===== config.mk =====
export PLATFORM = sky130hd
export DESIGN_NAME = oht_logger
export DESIGN_NICKNAME = d
export VERILOG_FILES = /design/src/oht_pkg.sv /design/src/oht_logger.sv /design/src/oht_time_acc.sv /design/src/oht_trip_mem.sv
export SDC_FILE = /design/constraint.sdc
export NUM_CORES = 2
export LEC_CHECK = 0
export BUFFER_PORTS_ARGS = -buffer_cell sky130_fd_sc_hd__buf_2
export CAP_MARGIN = 15
export CORE_UTILIZATION = 55
export DETAILED_ROUTE_END_ITERATION = 6
export HOLD_SLACK_MARGIN = 0.08
export PLACE_DENSITY = 0.76
export SYNTH_ARGS = -nofsm -noshare
export SYNTH_HDL_FRONTEND = slang
export SYNTH_SLANG_ARGS = --single-unit

===== constraint.sdc =====
create_clock -name clock -period 38.8 [get_ports clock]
set_input_delay 11.64 -clock clock [delete_from_list [all_inputs] [get_ports clock]]
set_output_delay 11.64 -clock clock [all_outputs]
set_load 0.05 [all_outputs]

===== src/oht_pkg.sv =====
// Shared constants and types for the operating hours and trip logger
package oht_pkg;

	// Clock rate and documented times
	localparam int CLK_HZ    = 125_000_000;  // System clock in Hz
	localparam int TICK_S    = 1;            // Timebase period in seconds
	localparam int OK_HOLD_S = 2;            // Log clear completion hold, s

	// Time accumulator layout {hours, minutes, seconds}
	localparam int HOURS_W = 18;
	localparam int MS_W    = 6;
	localparam int TIME_W  = HOURS_W + 2 * MS_W;
	localparam int SEC_LSB = 0;
	localparam int MIN_LSB = MS_W;
	localparam int HR_LSB  = 2 * MS_W;
	localparam logic [HOURS_W-1:0] HOURS_MAX = 18'h3ffff; // 262143 hours
	localparam logic [MS_W-1:0]    MS_MAX    = 6'h3b;     // 59
	localparam logic [TIME_W-1:0]  TIME_ZERO = 30'h0;

	// Energy accumulator in watt-hours, wraps after 1 GWh
	localparam int ENERGY_W = 30;
	localparam logic [ENERGY_W-1:0] ENERGY_MAX  = 30'h3b9aca00;
	localparam logic [ENERGY_W-1:0] ENERGY_ZERO = 30'h0;

	// Trip cause word layout
	localparam int WORD_W    = 16;
	localparam int CAUSE_W   = 6;   // Cause code, bits 0 to 5
	localparam int INTERN_W  = 10;  // Internal use, bits 6 to 15
	localparam int CAUSE_LSB = 0;
	localparam int INTERN_LSB = CAUSE_W;

	// Calendar stamp layout {year, month, day, hours, minutes, seconds}
	localparam int YEAR_W  = 7;
	localparam int MONTH_W = 4;
	localparam int DAY_W   = 5;
	localparam int HOUR_W  = 5;
	localparam int STAMP_W = YEAR_W + MONTH_W + DAY_W + HOUR_W + 2 * MS_W;

	// Trip record field positions
	localparam int LOG_DEPTH      = 9;
	localparam int IDX_W          = 4;
	localparam int REC_CAUSE_LSB  = 0;
	localparam int REC_STAMP_LSB  = REC_CAUSE_LSB + WORD_W;
	localparam int REC_RTC_BIT    = REC_STAMP_LSB + STAMP_W;
	localparam int REC_RUN_LSB    = REC_RTC_BIT + 1;
	localparam int REC_MAINS_LSB  = REC_RUN_LSB + TIME_W;
	localparam int REC_ENERGY_LSB = REC_MAINS_LSB + TIME_W;
	localparam int REC_LIVE_LSB   = REC_ENERGY_LSB + ENERGY_W;

	// Value that requests a clear when written to a clear setting
	localparam logic SET_YES = 1'b1;

	// Trip log clear sequencer
	typedef enum logic [1:0]
	{
		OHT_TLC_IDLE  = 2'b00,
		OHT_TLC_ERASE = 2'b01,
		OHT_TLC_SHOW  = 2'b10
	} oht_tlc_t;

endpackage : oht_pkg


===== src/oht_logger.sv =====
// Operating hours, energy and trip history logger of the drive
// Functional notes
// - Run time counts only while drive runs
// - Writing 1 clears run time, restarts
// - Run time clear setting reverts to 0
// - Mains timer counts while powered, never clears
// - Energy counts Wh, wraps after 1 GWh
// - Energy clear zeroes, setting self-reverts
// - Accumulators saved at power down, restored
// - History keeps newest nine trip records
// - Tenth trip discards the oldest record
// - Trip copies live values and accumulators
// - Calendar present: stamp with date and time
// - No calendar: stamp with run time
// - Cause in bits 0-5, internal 6-15
// - Writing 1 erases all nine records
// - Log clear self-reverts, OK held 2 s
module oht_logger
	import oht_pkg::*;
#(
	parameter int LIVE_W      = 256,               // Live snapshot width
	parameter int TICK_CYCLES = CLK_HZ * TICK_S,   // Cycles per second
	parameter int OK_CYCLES   = CLK_HZ * OK_HOLD_S // Completion hold
)
(
	input  wire logic                clock,
	input  wire logic                rst,
	input  wire logic                drive_running,
	input  wire logic                trip_event,
	input  wire logic [CAUSE_W-1:0]  trip_cause,
	input  wire logic [INTERN_W-1:0] trip_internal,
	input  wire logic                energy_wh_inc,
	input  wire logic [LIVE_W-1:0]   live_values,
	input  wire logic                rtc_present,
	input  wire logic [YEAR_W-1:0]   rtc_year,
	input  wire logic [MONTH_W-1:0]  rtc_month,
	input  wire logic [DAY_W-1:0]    rtc_day,
	input  wire logic [HOUR_W-1:0]   rtc_hours,
	input  wire logic [MS_W-1:0]     rtc_minutes,
	input  wire logic [MS_W-1:0]     rtc_seconds,
	input  wire logic                run_time_clear_wr,
	input  wire logic                run_time_clear_wdata,
	input  wire logic                energy_clear_wr,
	input  wire logic                energy_clear_wdata,
	input  wire logic                trip_log_clear_wr,
	input  wire logic                trip_log_clear_wdata,
	input  wire logic                power_down,
	input  wire logic                power_up,
	input  wire logic [TIME_W-1:0]   nv_run_time,
	input  wire logic [TIME_W-1:0]   nv_mains_time,
	input  wire logic [ENERGY_W-1:0] nv_energy,
	input  wire logic [IDX_W-1:0]    log_rd_index,
	output logic      [TIME_W-1:0]   run_time_q,
	output logic      [TIME_W-1:0]   mains_time_q,
	output logic      [ENERGY_W-1:0] energy_wh_q,
	output logic                     run_time_clear_q,
	output logic                     energy_clear_q,
	output logic                     trip_log_clear_q,
	output logic                     trip_log_ok_q,
	output logic                     nv_save_q,
	output logic      [TIME_W-1:0]   nv_run_time_q,
	output logic      [TIME_W-1:0]   nv_mains_time_q,
	output logic      [ENERGY_W-1:0] nv_energy_q,
	output logic      [IDX_W-1:0]    log_count_q,
	output logic                     log_valid_q,
	output logic      [WORD_W-1:0]   log_cause_word_q,
	output logic      [STAMP_W-1:0]  log_stamp_q,
	output logic                     log_stamp_rtc_q,
	output logic      [TIME_W-1:0]   log_run_q,
	output logic      [TIME_W-1:0]   log_mains_q,
	output logic      [ENERGY_W-1:0] log_energy_q,
	output logic      [LIVE_W-1:0]   log_live_q
);

	localparam int REC_W  = REC_LIVE_LSB + LIVE_W;     // Trip record width
	localparam int TICK_W = $clog2(TICK_CYCLES);
	localparam int OK_W   = $clog2(OK_CYCLES + 1);
	localparam logic [TICK_W-1:0] TICK_LAST = TICK_W'(TICK_CYCLES - 1);
	localparam logic [OK_W-1:0]   OK_LOAD   = OK_W'(OK_CYCLES);

	// Timebase state
	logic [TICK_W-1:0] tick_cnt_q;   // Cycles into the current second
	logic [TICK_W-1:0] tick_cnt_d;
	logic              tick_q;       // One-cycle second pulse
	logic              tick_d;

	// Power and persistence state
	logic                powered_q;  // Supply present
	logic                powered_d;
	logic                nv_save_d;
	logic [TIME_W-1:0]   nv_run_d;
	logic [TIME_W-1:0]   nv_mains_d;
	logic [ENERGY_W-1:0] nv_energy_d;

	// Clear settings and energy
	logic                run_clr_d;
	logic                en_clr_d;
	logic [ENERGY_W-1:0] energy_d;

	// Trip log clear sequencer
	oht_tlc_t            tlc_q;
	oht_tlc_t            tlc_d;
	logic                tl_clr_d;
	logic                ok_d;
	logic [OK_W-1:0]     ok_cnt_q;   // Cycles of completion left
	logic [OK_W-1:0]     ok_cnt_d;
	logic                log_erase;  // Erase strobe to the store

	// Trip record assembly
	logic [WORD_W-1:0]  cause_word;
	logic [STAMP_W-1:0] stamp;
	logic [REC_W-1:0]   trip_rec;
	logic [REC_W-1:0]   rd_rec;

	// One-second tick derived from the system clock
	always_comb
	begin
		tick_d     = 1'b0;
		tick_cnt_d = tick_cnt_q + 1'b1;
		if (tick_cnt_q == TICK_LAST)
		begin
			tick_cnt_d = '0;
			tick_d     = 1'b1;
		end
	end

	// Timebase registers
	always_ff @(posedge clock or posedge rst)
	begin
		if (rst)
		begin
			tick_cnt_q <= '0;
			tick_q     <= 1'b0;
		end
		else
		begin
			tick_cnt_q <= tick_cnt_d;
			tick_q     <= tick_d;
		end
	end

	// Run time accumulator, counts only in run
	oht_time_acc u_run_time
	(
		.clock    (clock),
		.rst      (rst),
		.tick     (tick_q),
		.count_en (powered_q && drive_running),
		.clear    (run_time_clear_q),
		.load     (power_up),
		.load_val (nv_run_time),
		.value_q  (run_time_q)
	);

	// Mains time accumulator; its clear is tied off so it cannot reset
	oht_time_acc u_mains_time
	(
		.clock    (clock),
		.rst      (rst),
		.tick     (tick_q),
		.count_en (powered_q),
		.clear    (1'b0),
		.load     (power_up),
		.load_val (nv_mains_time),
		.value_q  (mains_time_q)
	);

	// Supply flag and snapshot for non-volatile storage
	always_comb
	begin
		powered_d   = powered_q;
		nv_save_d   = 1'b0;
		nv_run_d    = nv_run_time_q;
		nv_mains_d  = nv_mains_time_q;
		nv_energy_d = nv_energy_q;
		if (power_down)
		begin
			// Freeze counters and hand values to storage
			powered_d   = 1'b0;
			nv_save_d   = 1'b1;
			nv_run_d    = run_time_q;
			nv_mains_d  = mains_time_q;
			nv_energy_d = energy_wh_q;
		end
		else if (power_up)
			powered_d = 1'b1;
	end

	// Persistence registers
	always_ff @(posedge clock or posedge rst)
	begin
		if (rst)
		begin
			powered_q       <= 1'b1;
			nv_save_q       <= 1'b0;
			nv_run_time_q   <= TIME_ZERO;
			nv_mains_time_q <= TIME_ZERO;
			nv_energy_q     <= ENERGY_ZERO;
		end
		else
		begin
			powered_q       <= powered_d;
			nv_save_q       <= nv_save_d;
			nv_run_time_q   <= nv_run_d;
			nv_mains_time_q <= nv_mains_d;
			nv_energy_q     <= nv_energy_d;
		end
	end

	// Run time and energy clear settings and energy count
	always_comb
	begin
		// A setting holds one cycle, then reverts once the clear is done
		run_clr_d = run_time_clear_wr &&
			(run_time_clear_wdata == SET_YES);
		en_clr_d  = energy_clear_wr &&
			(energy_clear_wdata == SET_YES);
		energy_d  = energy_wh_q;
		if (energy_clear_q)
			energy_d = ENERGY_ZERO;
		else if (power_up)
			energy_d = nv_energy;
		else if (energy_wh_inc && powered_q)
		begin
			// Passing 1 GWh restarts at zero
			if (energy_wh_q >= ENERGY_MAX)
				energy_d = ENERGY_ZERO;
			else
				energy_d = energy_wh_q + 30'h1;
		end
	end

	// Clear setting and energy registers
	always_ff @(posedge clock or posedge rst)
	begin
		if (rst)
		begin
			run_time_clear_q <= 1'b0;
			energy_clear_q   <= 1'b0;
			energy_wh_q      <= ENERGY_ZERO;
		end
		else
		begin
			run_time_clear_q <= run_clr_d;
			energy_clear_q   <= en_clr_d;
			energy_wh_q      <= energy_d;
		end
	end

	// Trip log clear: erase, revert the setting, then show completion
	always_comb
	begin
		tlc_d     = tlc_q;
		tl_clr_d  = trip_log_clear_q;
		ok_d      = trip_log_ok_q;
		ok_cnt_d  = ok_cnt_q;
		log_erase = 1'b0;
		unique case (tlc_q)
			OHT_TLC_IDLE:
			begin
				// Wait for a write of 1
				if (trip_log_clear_wr && trip_log_clear_wdata == SET_YES)
				begin
					tl_clr_d = 1'b1;
					tlc_d    = OHT_TLC_ERASE;
				end
			end
			OHT_TLC_ERASE:
			begin
				// Erase all records and revert the setting
				log_erase = 1'b1;
				tl_clr_d  = 1'b0;
				ok_d      = 1'b1;
				ok_cnt_d  = OK_LOAD;
				tlc_d     = OHT_TLC_SHOW;
			end
			OHT_TLC_SHOW:
			begin
				// Hold completion for two seconds, a new write restarts
				ok_cnt_d = ok_cnt_q - 1'b1;
				if (trip_log_clear_wr && trip_log_clear_wdata == SET_YES)
				begin
					tl_clr_d = 1'b1;
					ok_d     = 1'b0;
					tlc_d    = OHT_TLC_ERASE;
				end
				else if (ok_cnt_q == OK_W'(1))
				begin
					ok_d  = 1'b0;
					tlc_d = OHT_TLC_IDLE;
				end
			end
			default:
			begin
				// Unused code returns to idle
				tl_clr_d = 1'b0;
				ok_d     = 1'b0;
				tlc_d    = OHT_TLC_IDLE;
			end
		endcase
	end

	// Trip log clear registers
	always_ff @(posedge clock or posedge rst)
	begin
		if (rst)
		begin
			tlc_q            <= OHT_TLC_IDLE;
			trip_log_clear_q <= 1'b0;
			trip_log_ok_q    <= 1'b0;
			ok_cnt_q         <= '0;
		end
		else
		begin
			tlc_q            <= tlc_d;
			trip_log_clear_q <= tl_clr_d;
			trip_log_ok_q    <= ok_d;
			ok_cnt_q         <= ok_cnt_d;
		end
	end

	// Record built from live values at the trip
	always_comb
	begin
		cause_word = '0;
		cause_word[CAUSE_LSB +: CAUSE_W]   = trip_cause;
		cause_word[INTERN_LSB +: INTERN_W] = trip_internal;
		if (rtc_present)
			stamp = {rtc_year, rtc_month, rtc_day, rtc_hours,
				rtc_minutes, rtc_seconds};
		else
			stamp = STAMP_W'(run_time_q);
		trip_rec = '0;
		trip_rec[REC_CAUSE_LSB +: WORD_W]    = cause_word;
		trip_rec[REC_STAMP_LSB +: STAMP_W]   = stamp;
		trip_rec[REC_RTC_BIT]                = rtc_present;
		trip_rec[REC_RUN_LSB +: TIME_W]      = run_time_q;
		trip_rec[REC_MAINS_LSB +: TIME_W]    = mains_time_q;
		trip_rec[REC_ENERGY_LSB +: ENERGY_W] = energy_wh_q;
		trip_rec[REC_LIVE_LSB +: LIVE_W]     = live_values;
	end

	// Trip history store
	oht_trip_mem #(
		.DEPTH (LOG_DEPTH),
		.REC_W (REC_W)
	) u_trip_mem
	(
		.clock      (clock),
		.rst        (rst),
		.push       (trip_event),
		.push_rec   (trip_rec),
		.clear      (log_erase),
		.rd_idx     (log_rd_index),
		.rd_valid_q (log_valid_q),
		.rd_rec_q   (rd_rec),
		.count_q    (log_count_q)
	);

	// Read fields of the selected record
	assign log_cause_word_q = rd_rec[REC_CAUSE_LSB +: WORD_W];
	assign log_stamp_q      = rd_rec[REC_STAMP_LSB +: STAMP_W];
	assign log_stamp_rtc_q  = rd_rec[REC_RTC_BIT];
	assign log_run_q        = rd_rec[REC_RUN_LSB +: TIME_W];
	assign log_mains_q      = rd_rec[REC_MAINS_LSB +: TIME_W];
	assign log_energy_q     = rd_rec[REC_ENERGY_LSB +: ENERGY_W];
	assign log_live_q       = rd_rec[REC_LIVE_LSB +: LIVE_W];

endmodule : oht_logger


===== src/oht_time_acc.sv =====
// Hours, minutes and seconds accumulator advanced by a one-second tick
module oht_time_acc
	import oht_pkg::*;
(
	input  wire logic              clock,
	input  wire logic              rst,
	input  wire logic              tick,
	input  wire logic              count_en,
	input  wire logic              clear,
	input  wire logic              load,
	input  wire logic [TIME_W-1:0] load_val,
	output logic      [TIME_W-1:0] value_q
);

	logic [TIME_W-1:0]  value_d;  // Next accumulated time
	logic [HOURS_W-1:0] hr;       // Hours field of current value
	logic [MS_W-1:0]    mn;       // Minutes field
	logic [MS_W-1:0]    sc;       // Seconds field

	// Next time value: clear, restore, or one-second advance
	always_comb
	begin
		hr = value_q[HR_LSB +: HOURS_W];
		mn = value_q[MIN_LSB +: MS_W];
		sc = value_q[SEC_LSB +: MS_W];
		value_d = value_q;
		if (clear)
		begin
			// Fresh period from zero
			value_d = TIME_ZERO;
		end
		else if (load)
		begin
			// Restored from non-volatile storage
			value_d = load_val;
		end
		else if (tick && count_en)
		begin
			// Seconds roll into minutes, minutes into hours
			if (sc != MS_MAX)
				sc = sc + 6'h01;
			else if (mn != MS_MAX)
			begin
				sc = '0;
				mn = mn + 6'h01;
			end
			else if (hr != HOURS_MAX)
			begin
				sc = '0;
				mn = '0;
				hr = hr + 18'h00001;
			end
			// At full range the value holds
			value_d = {hr, mn, sc};
		end
	end

	// Time register
	always_ff @(posedge clock or posedge rst)
	begin
		if (rst)
			value_q <= TIME_ZERO;
		else
			value_q <= value_d;
	end

endmodule : oht_time_acc


===== src/oht_trip_mem.sv =====
// Nine-deep first-in-first-out trip record store with newest-first read
module oht_trip_mem
	import oht_pkg::*;
#(
	parameter int DEPTH = LOG_DEPTH,
	parameter int REC_W = 64
)
(
	input  wire logic             clock,
	input  wire logic             rst,
	input  wire logic             push,
	input  wire logic [REC_W-1:0] push_rec,
	input  wire logic             clear,
	input  wire logic [IDX_W-1:0] rd_idx,
	output logic                  rd_valid_q,
	output logic      [REC_W-1:0] rd_rec_q,
	output logic      [IDX_W-1:0] count_q
);

	logic [REC_W-1:0] mem [DEPTH];  // Record storage
	logic [IDX_W-1:0] wr_ptr_q;     // Slot the next record goes to
	logic [IDX_W-1:0] wr_ptr_d;
	logic [IDX_W-1:0] count_d;
	logic             rd_valid_d;
	logic [IDX_W-1:0] rd_pos;       // Slot of the selected record

	// Slot after a given one, wrapping at the depth
	function automatic logic [IDX_W-1:0] slot_next(logic [IDX_W-1:0] s);
		return (s == IDX_W'(DEPTH - 1)) ? '0 : s + 4'h1;
	endfunction : slot_next

	// Slot holding the record that is idx places older than the newest
	function automatic logic [IDX_W-1:0] slot_back(logic [IDX_W-1:0] p,
		logic [IDX_W-1:0] idx);
		int s;
		s = int'(p) + DEPTH - 1 - int'(idx);
		if (s >= DEPTH)
			s = s - DEPTH;
		if (s < 0)
			s = s + DEPTH;
		return IDX_W'(s);
	endfunction : slot_back

	// Pointer and fill count; a push in the clearing cycle is kept
	always_comb
	begin
		wr_ptr_d = wr_ptr_q;
		count_d  = count_q;
		if (clear)
		begin
			// All records erased at once
			wr_ptr_d = '0;
			count_d  = '0;
		end
		if (push)
		begin
			wr_ptr_d = slot_next(clear ? '0 : wr_ptr_q);
			if (clear)
				count_d = 4'h1;
			else if (count_q != IDX_W'(DEPTH))
				count_d = count_q + 4'h1;
		end
		rd_pos     = slot_back(wr_ptr_q, rd_idx);
		rd_valid_d = (rd_idx < count_q);
	end

	// Pointer, count and read register
	always_ff @(posedge clock or posedge rst)
	begin
		if (rst)
		begin
			wr_ptr_q   <= '0;
			count_q    <= '0;
			rd_valid_q <= 1'b0;
			rd_rec_q   <= '0;
		end
		else
		begin
			wr_ptr_q   <= wr_ptr_d;
			count_q    <= count_d;
			rd_valid_q <= rd_valid_d;
			rd_rec_q   <= rd_valid_d ? mem[rd_pos] : '0;
		end
	end

	// Oldest slot is overwritten once all nine are full
	always_ff @(posedge clock)
	begin
		if (push)
			mem[clear ? '0 : wr_ptr_q] <= push_rec;
	end

endmodule : oht_trip_mem

==> metrics.md <==
| Metric | Value |
|---|---|
| Outcome | `finished, final reports clean` |
| Nets@finish | `around 13000` |
| Slew Viols, Final | `0` |
| GRT met1 Usage | `0.3717` |
| FFs w/ async S/R, synth | `0.1540` |
| DRC Markers | `0` |
| Met2 Use GR | `0.4525` |
| Most Crowded Layer GR | `met2` |
| DR vias | `103000` |
| Total routed wirelength | `approximately 430000 um` |
| Post-DR wirelength/cell | `around 25 um` |
| Initial Util | `0.5539` |
| Skew-Pair Late Insertion Delay | `0.99 ns` |
| Final setup fails | `0` |
| CP arrival | `roughly 20 ns` |
| Worst EP required | `about 40 ns` |
| Clock-pin slew on the worst setup and hold paths | `around 0.060 ns` |
| Num ports | `between 900 and 1000` |
| Core Area | `around 290000 um^2` |
| GRT Total Usage | `0.2839` |
| CP Capture Type | `flip-flop` |
| Slew HR | `0.1695` |
| DRT iter0 DRCs | `~13000` |
| P&R area growth vs syn | `13.90%` |
| Synth top area share | `0.6694` |
| FF-to-FF Start | `u_trip_mem.wr_ptr_q[0]$_DFF_PP0_` |
| Startpoint Class | `input pin` |
| Number of vias per cell | `6.012` |
| Gp weighted congestion | `between 0.8 and 0.9` |
| Filler cell count | `around 20000` |
| Ratio of cells with drive above 1 in the final layout | `0.1482` |
| CTS resizes | `0` |
| Synth area leader | `edfxtp_1` |
| H-tree levels | `5` |
| Final period util | `0.4989` |
| Mean Syn Cell Area | `between 10 and 15 um^2` |
| HPWL after DPL | `about 230000 um` |
| Number of synthesized flops with an enable pin | `about 3600` |
| CTS root buf | `clkbuf_16` |
| R2r setup slk | `roughly 30 ns` |
| Top cells by area, synth | `edfxtp_1 (67%), dfrtp_1 (10%), nand2_1 (7.7%)` |
| Reg-to-Reg End | `u_trip_mem.rd_rec_q[135]$_DFF_PP0_` |
| Worst Hold Class | `reg -> reg` |
| Initial antenna violation count | `between 90 and 100` |
| Port bufs | `between 900 and 1000` |
| Flops & latches, synth | `4213` |
| Met3 Resource Use GR | `0.05546` |
| Worst-margin pin slew | `between 1 and 1.5 ns` |
| First-pass GRT wire length | `around 630000 um` |
| Clock Sink Count | `4213` |
| Num rows | `slightly below 200` |
| Antenna Violating Nets Remaining | `0` |
| Yosys warns | `0` |
| HP Start | `tick_cnt_q[0]$_DFF_PP0_` |
| Post-synth top flop | `edfxtp_1` |
| DR pass1 iterations | `7` |
| Die W | `between 500 and 600 um` |
| Max-cap viol count | `0` |
| Clock Tree Buf Depth | `4` |
| Largest net degree at the start of global routing | `between 200 and 250` |
| Cts hold-fix bufs | `0` |
| Number of distinct library cells after synthesis | `72` |
| Unrepaired setup endpoints after global routing | `false` |
| GRT Residual Overflow | `0` |
| Net Count, Synth | `about 12000` |
| Setup Fix Bufs, Post-CTS | `0` |
| CTS buffer count | `around 400` |
| Die ar. | `around 290000 um^2` |
| Worst-path maximum fanout | `96` |
| Register area share after synthesis | `0.7709` |
| WHS Endpoint | `tick_cnt_q[0]$_DFF_PP0_` |
| Final Skew | `0.07754 ns` |
| CTS tree | `yes` |
| R2R cell count | `20` |
| Final Hold Viols | `0` |
| Height of the die | `about 540 um` |
| Vias in the first global route | `between 100k and 150k` |
| Crit path kind | `in -> reg` |
| Gate Count Post-Synth | `11950` |
| WHS Path Cells | `1` |
| Post-synthesis cell area | `159900 um^2` |
| FMAX | `0.05167 GHz` |
| Post-route setup TNS | `0 ns` |
| Minimum clock period | `19.36 ns` |
cell type report:
cell class	instances	area (um^2)	area share
Sequential cell	4213	123300	0.6768
Multi-Input combinational cell	6975	33220	0.1824
Clock buffer	599	11530	0.06332
Timing Repair Buffer	1181	6684	0.03670
Tap cell	3880	4855	0.02666
Clock inverter	175	2226	0.01222
Antenna cell	71	177.7	0.0009756
Inverter	41	161.4	0.0008863
logic make-up (layout without fill, tap and decap cells):
family	Yosys count	count (layout)	synth area share
other cells	0	71	0
xor+xnor	55	55	0.003013
fa+ha+maj	34	34	0.002708
compound gates	2699	2699	0.08633
mux	133	133	0.009445
simple gates	4054	4054	0.1054
buf+inv	762	1996	0.02212
flops	4213	4213	0.7709
per-stage QoR:
stage | utilization | hold WS (ns) | area (um^2) | std cells | worst slack, ns
6_report | 0.6310 | 0.4977 | 182100 | 17140 | 19.44
3_5_place_dp | 0.5826 | 0.4810 | 168200 | 16290 | 18.69
2_1_floorplan | - | 0.4513 | 159900 | 11950 | 8.977
4_1_cts | 0.6303 | 0.4958 | 181900 | 17060 | 19.65
5_1_grt | 0.6307 | 0.5172 | 182100 | 17110 | 19.04
3_3_place_gp | 0.5826 | 0.4740 | 168200 | 16290 | 18.90
worst max path at each step:
| stage | start | endpoint | cells past startpoint |
|---|---|---|---|
| 2_1_floorplan | rst | energy_clear_q$_DFF_PP0_ | 1 |
| 3_3_place_gp | log_rd_index[0] | u_trip_mem.rd_rec_q[96]$_DFF_PP0_ | 22 |
| 3_5_place_dp | log_rd_index[0] | u_trip_mem.rd_rec_q[132]$_DFF_PP0_ | 22 |
| 4_1_cts | log_rd_index[0] | u_trip_mem.rd_rec_q[127]$_DFF_PP0_ | 22 |
| 5_1_grt | log_rd_index[0] | u_trip_mem.rd_rec_q[96]$_DFF_PP0_ | 22 |
| 6_report | log_rd_index[0] | u_trip_mem.rd_rec_q[135]$_DFF_PP0_ | 22 |
routing by layer:
layer | part of all wire | up-vias
met5 | 0.00056 | -
met4 | 0.052 | 36
met3 | 0.10 | 1008
met2 | 0.48 | 5863
met1 | 0.37 | 50950
li1 | - | 45160
cells in the final DEF, fill, tap and decap left out, types with 9 or more instances in the layout:
cell	instances
edfxtp_1	3564
o21ai_0	547
nand2_1	3261
nor2b_1	11
buf_2	997
clkinv_16	10
nand3_1	55
clkbuf_1	135
a21oi_2	16
xnor2_1	31
or3_1	16
clkinvlp_4	11
buf_4	159
nor4_1	405
and3_1	35
clkinv_2	60
clkinv_1	37
and2_1	9
clkbuf_8	52
clkbuf_16	412
mux2_2	122
bufinv_16	36
nor3_1	56
a22oi_1	11
a31oi_1	16
diode_2	71
dfrtp_1	648
nor3b_1	9
inv_1	39
ha_1	33
nand4_1	21
buf_12	25
a21oi_1	2049
nor2_1	117
xor2_1	23
critical path, stage by stage:
cell and delay, ns:
buf_2 0.08, inv_1 0.05, ha_1 0.22, fa_1 0.70, inv_1 0.11, ha_1 0.22, inv_1 0.13, nor3_1 0.08
or3_1 0.47, a21o_1 0.25, mux2_2 0.29, ha_1 0.36, o221a_4 0.63, buf_4 0.75, buf_4 0.73, buf_4 0.74
buf_4 0.86, buf_4 0.92, nand2_1 0.16, a21oi_1 0.20, nor4_1 0.10, a21oi_1 0.16
cells in the mapped netlist, types with 4 or more instances:
master	number
buf_2	112
a21o_1	5
a21oi_1	2050
clkbuf_1	504
a221oi_1	4
xor2_1	23
nand2b_1	8
nor2b_1	11
xnor2_1	32
buf_6	70
and4_1	7
a31oi_1	16
nor4b_1	7
o21a_1	5
or3_1	16
nor3b_1	11
mux2i_1	8
and2_1	13
ha_1	33
o22ai_1	6
nor3_1	56
a22o_1	4
nor4_1	405
a22oi_1	11
mux2_2	122
buf_1	32
nand3b_1	6
nand2_1	3261
nor2_1	121
inv_1	40
or2_2	5
dfrtp_1	648
edfxtp_1	3564
or4_1	6
a21oi_2	16
o21ai_0	547
o31ai_1	7
nand4_1	21
and3_1	35
nand3_1	55
registers in the layout (all words and copies together), names as in the netlist, 2 cells and up:
signal	flops
ok_cnt_q	28
u_run_time.value_q	30
energy_wh_q	30
u_mains_time.value_q	30
u_trip_mem.mem	3564
u_trip_mem.rd_rec_q	396
tick_cnt_q	27
nv_run_time_q	30
nv_mains_time_q	30
u_trip_mem.wr_ptr_q	4
u_trip_mem.count_q	4
nv_energy_q	30
tlc_q	2
Power is left out: the tool's default activity adds up to more than one toggle a clock period on the data nets, which glitch-free logic cannot reach.
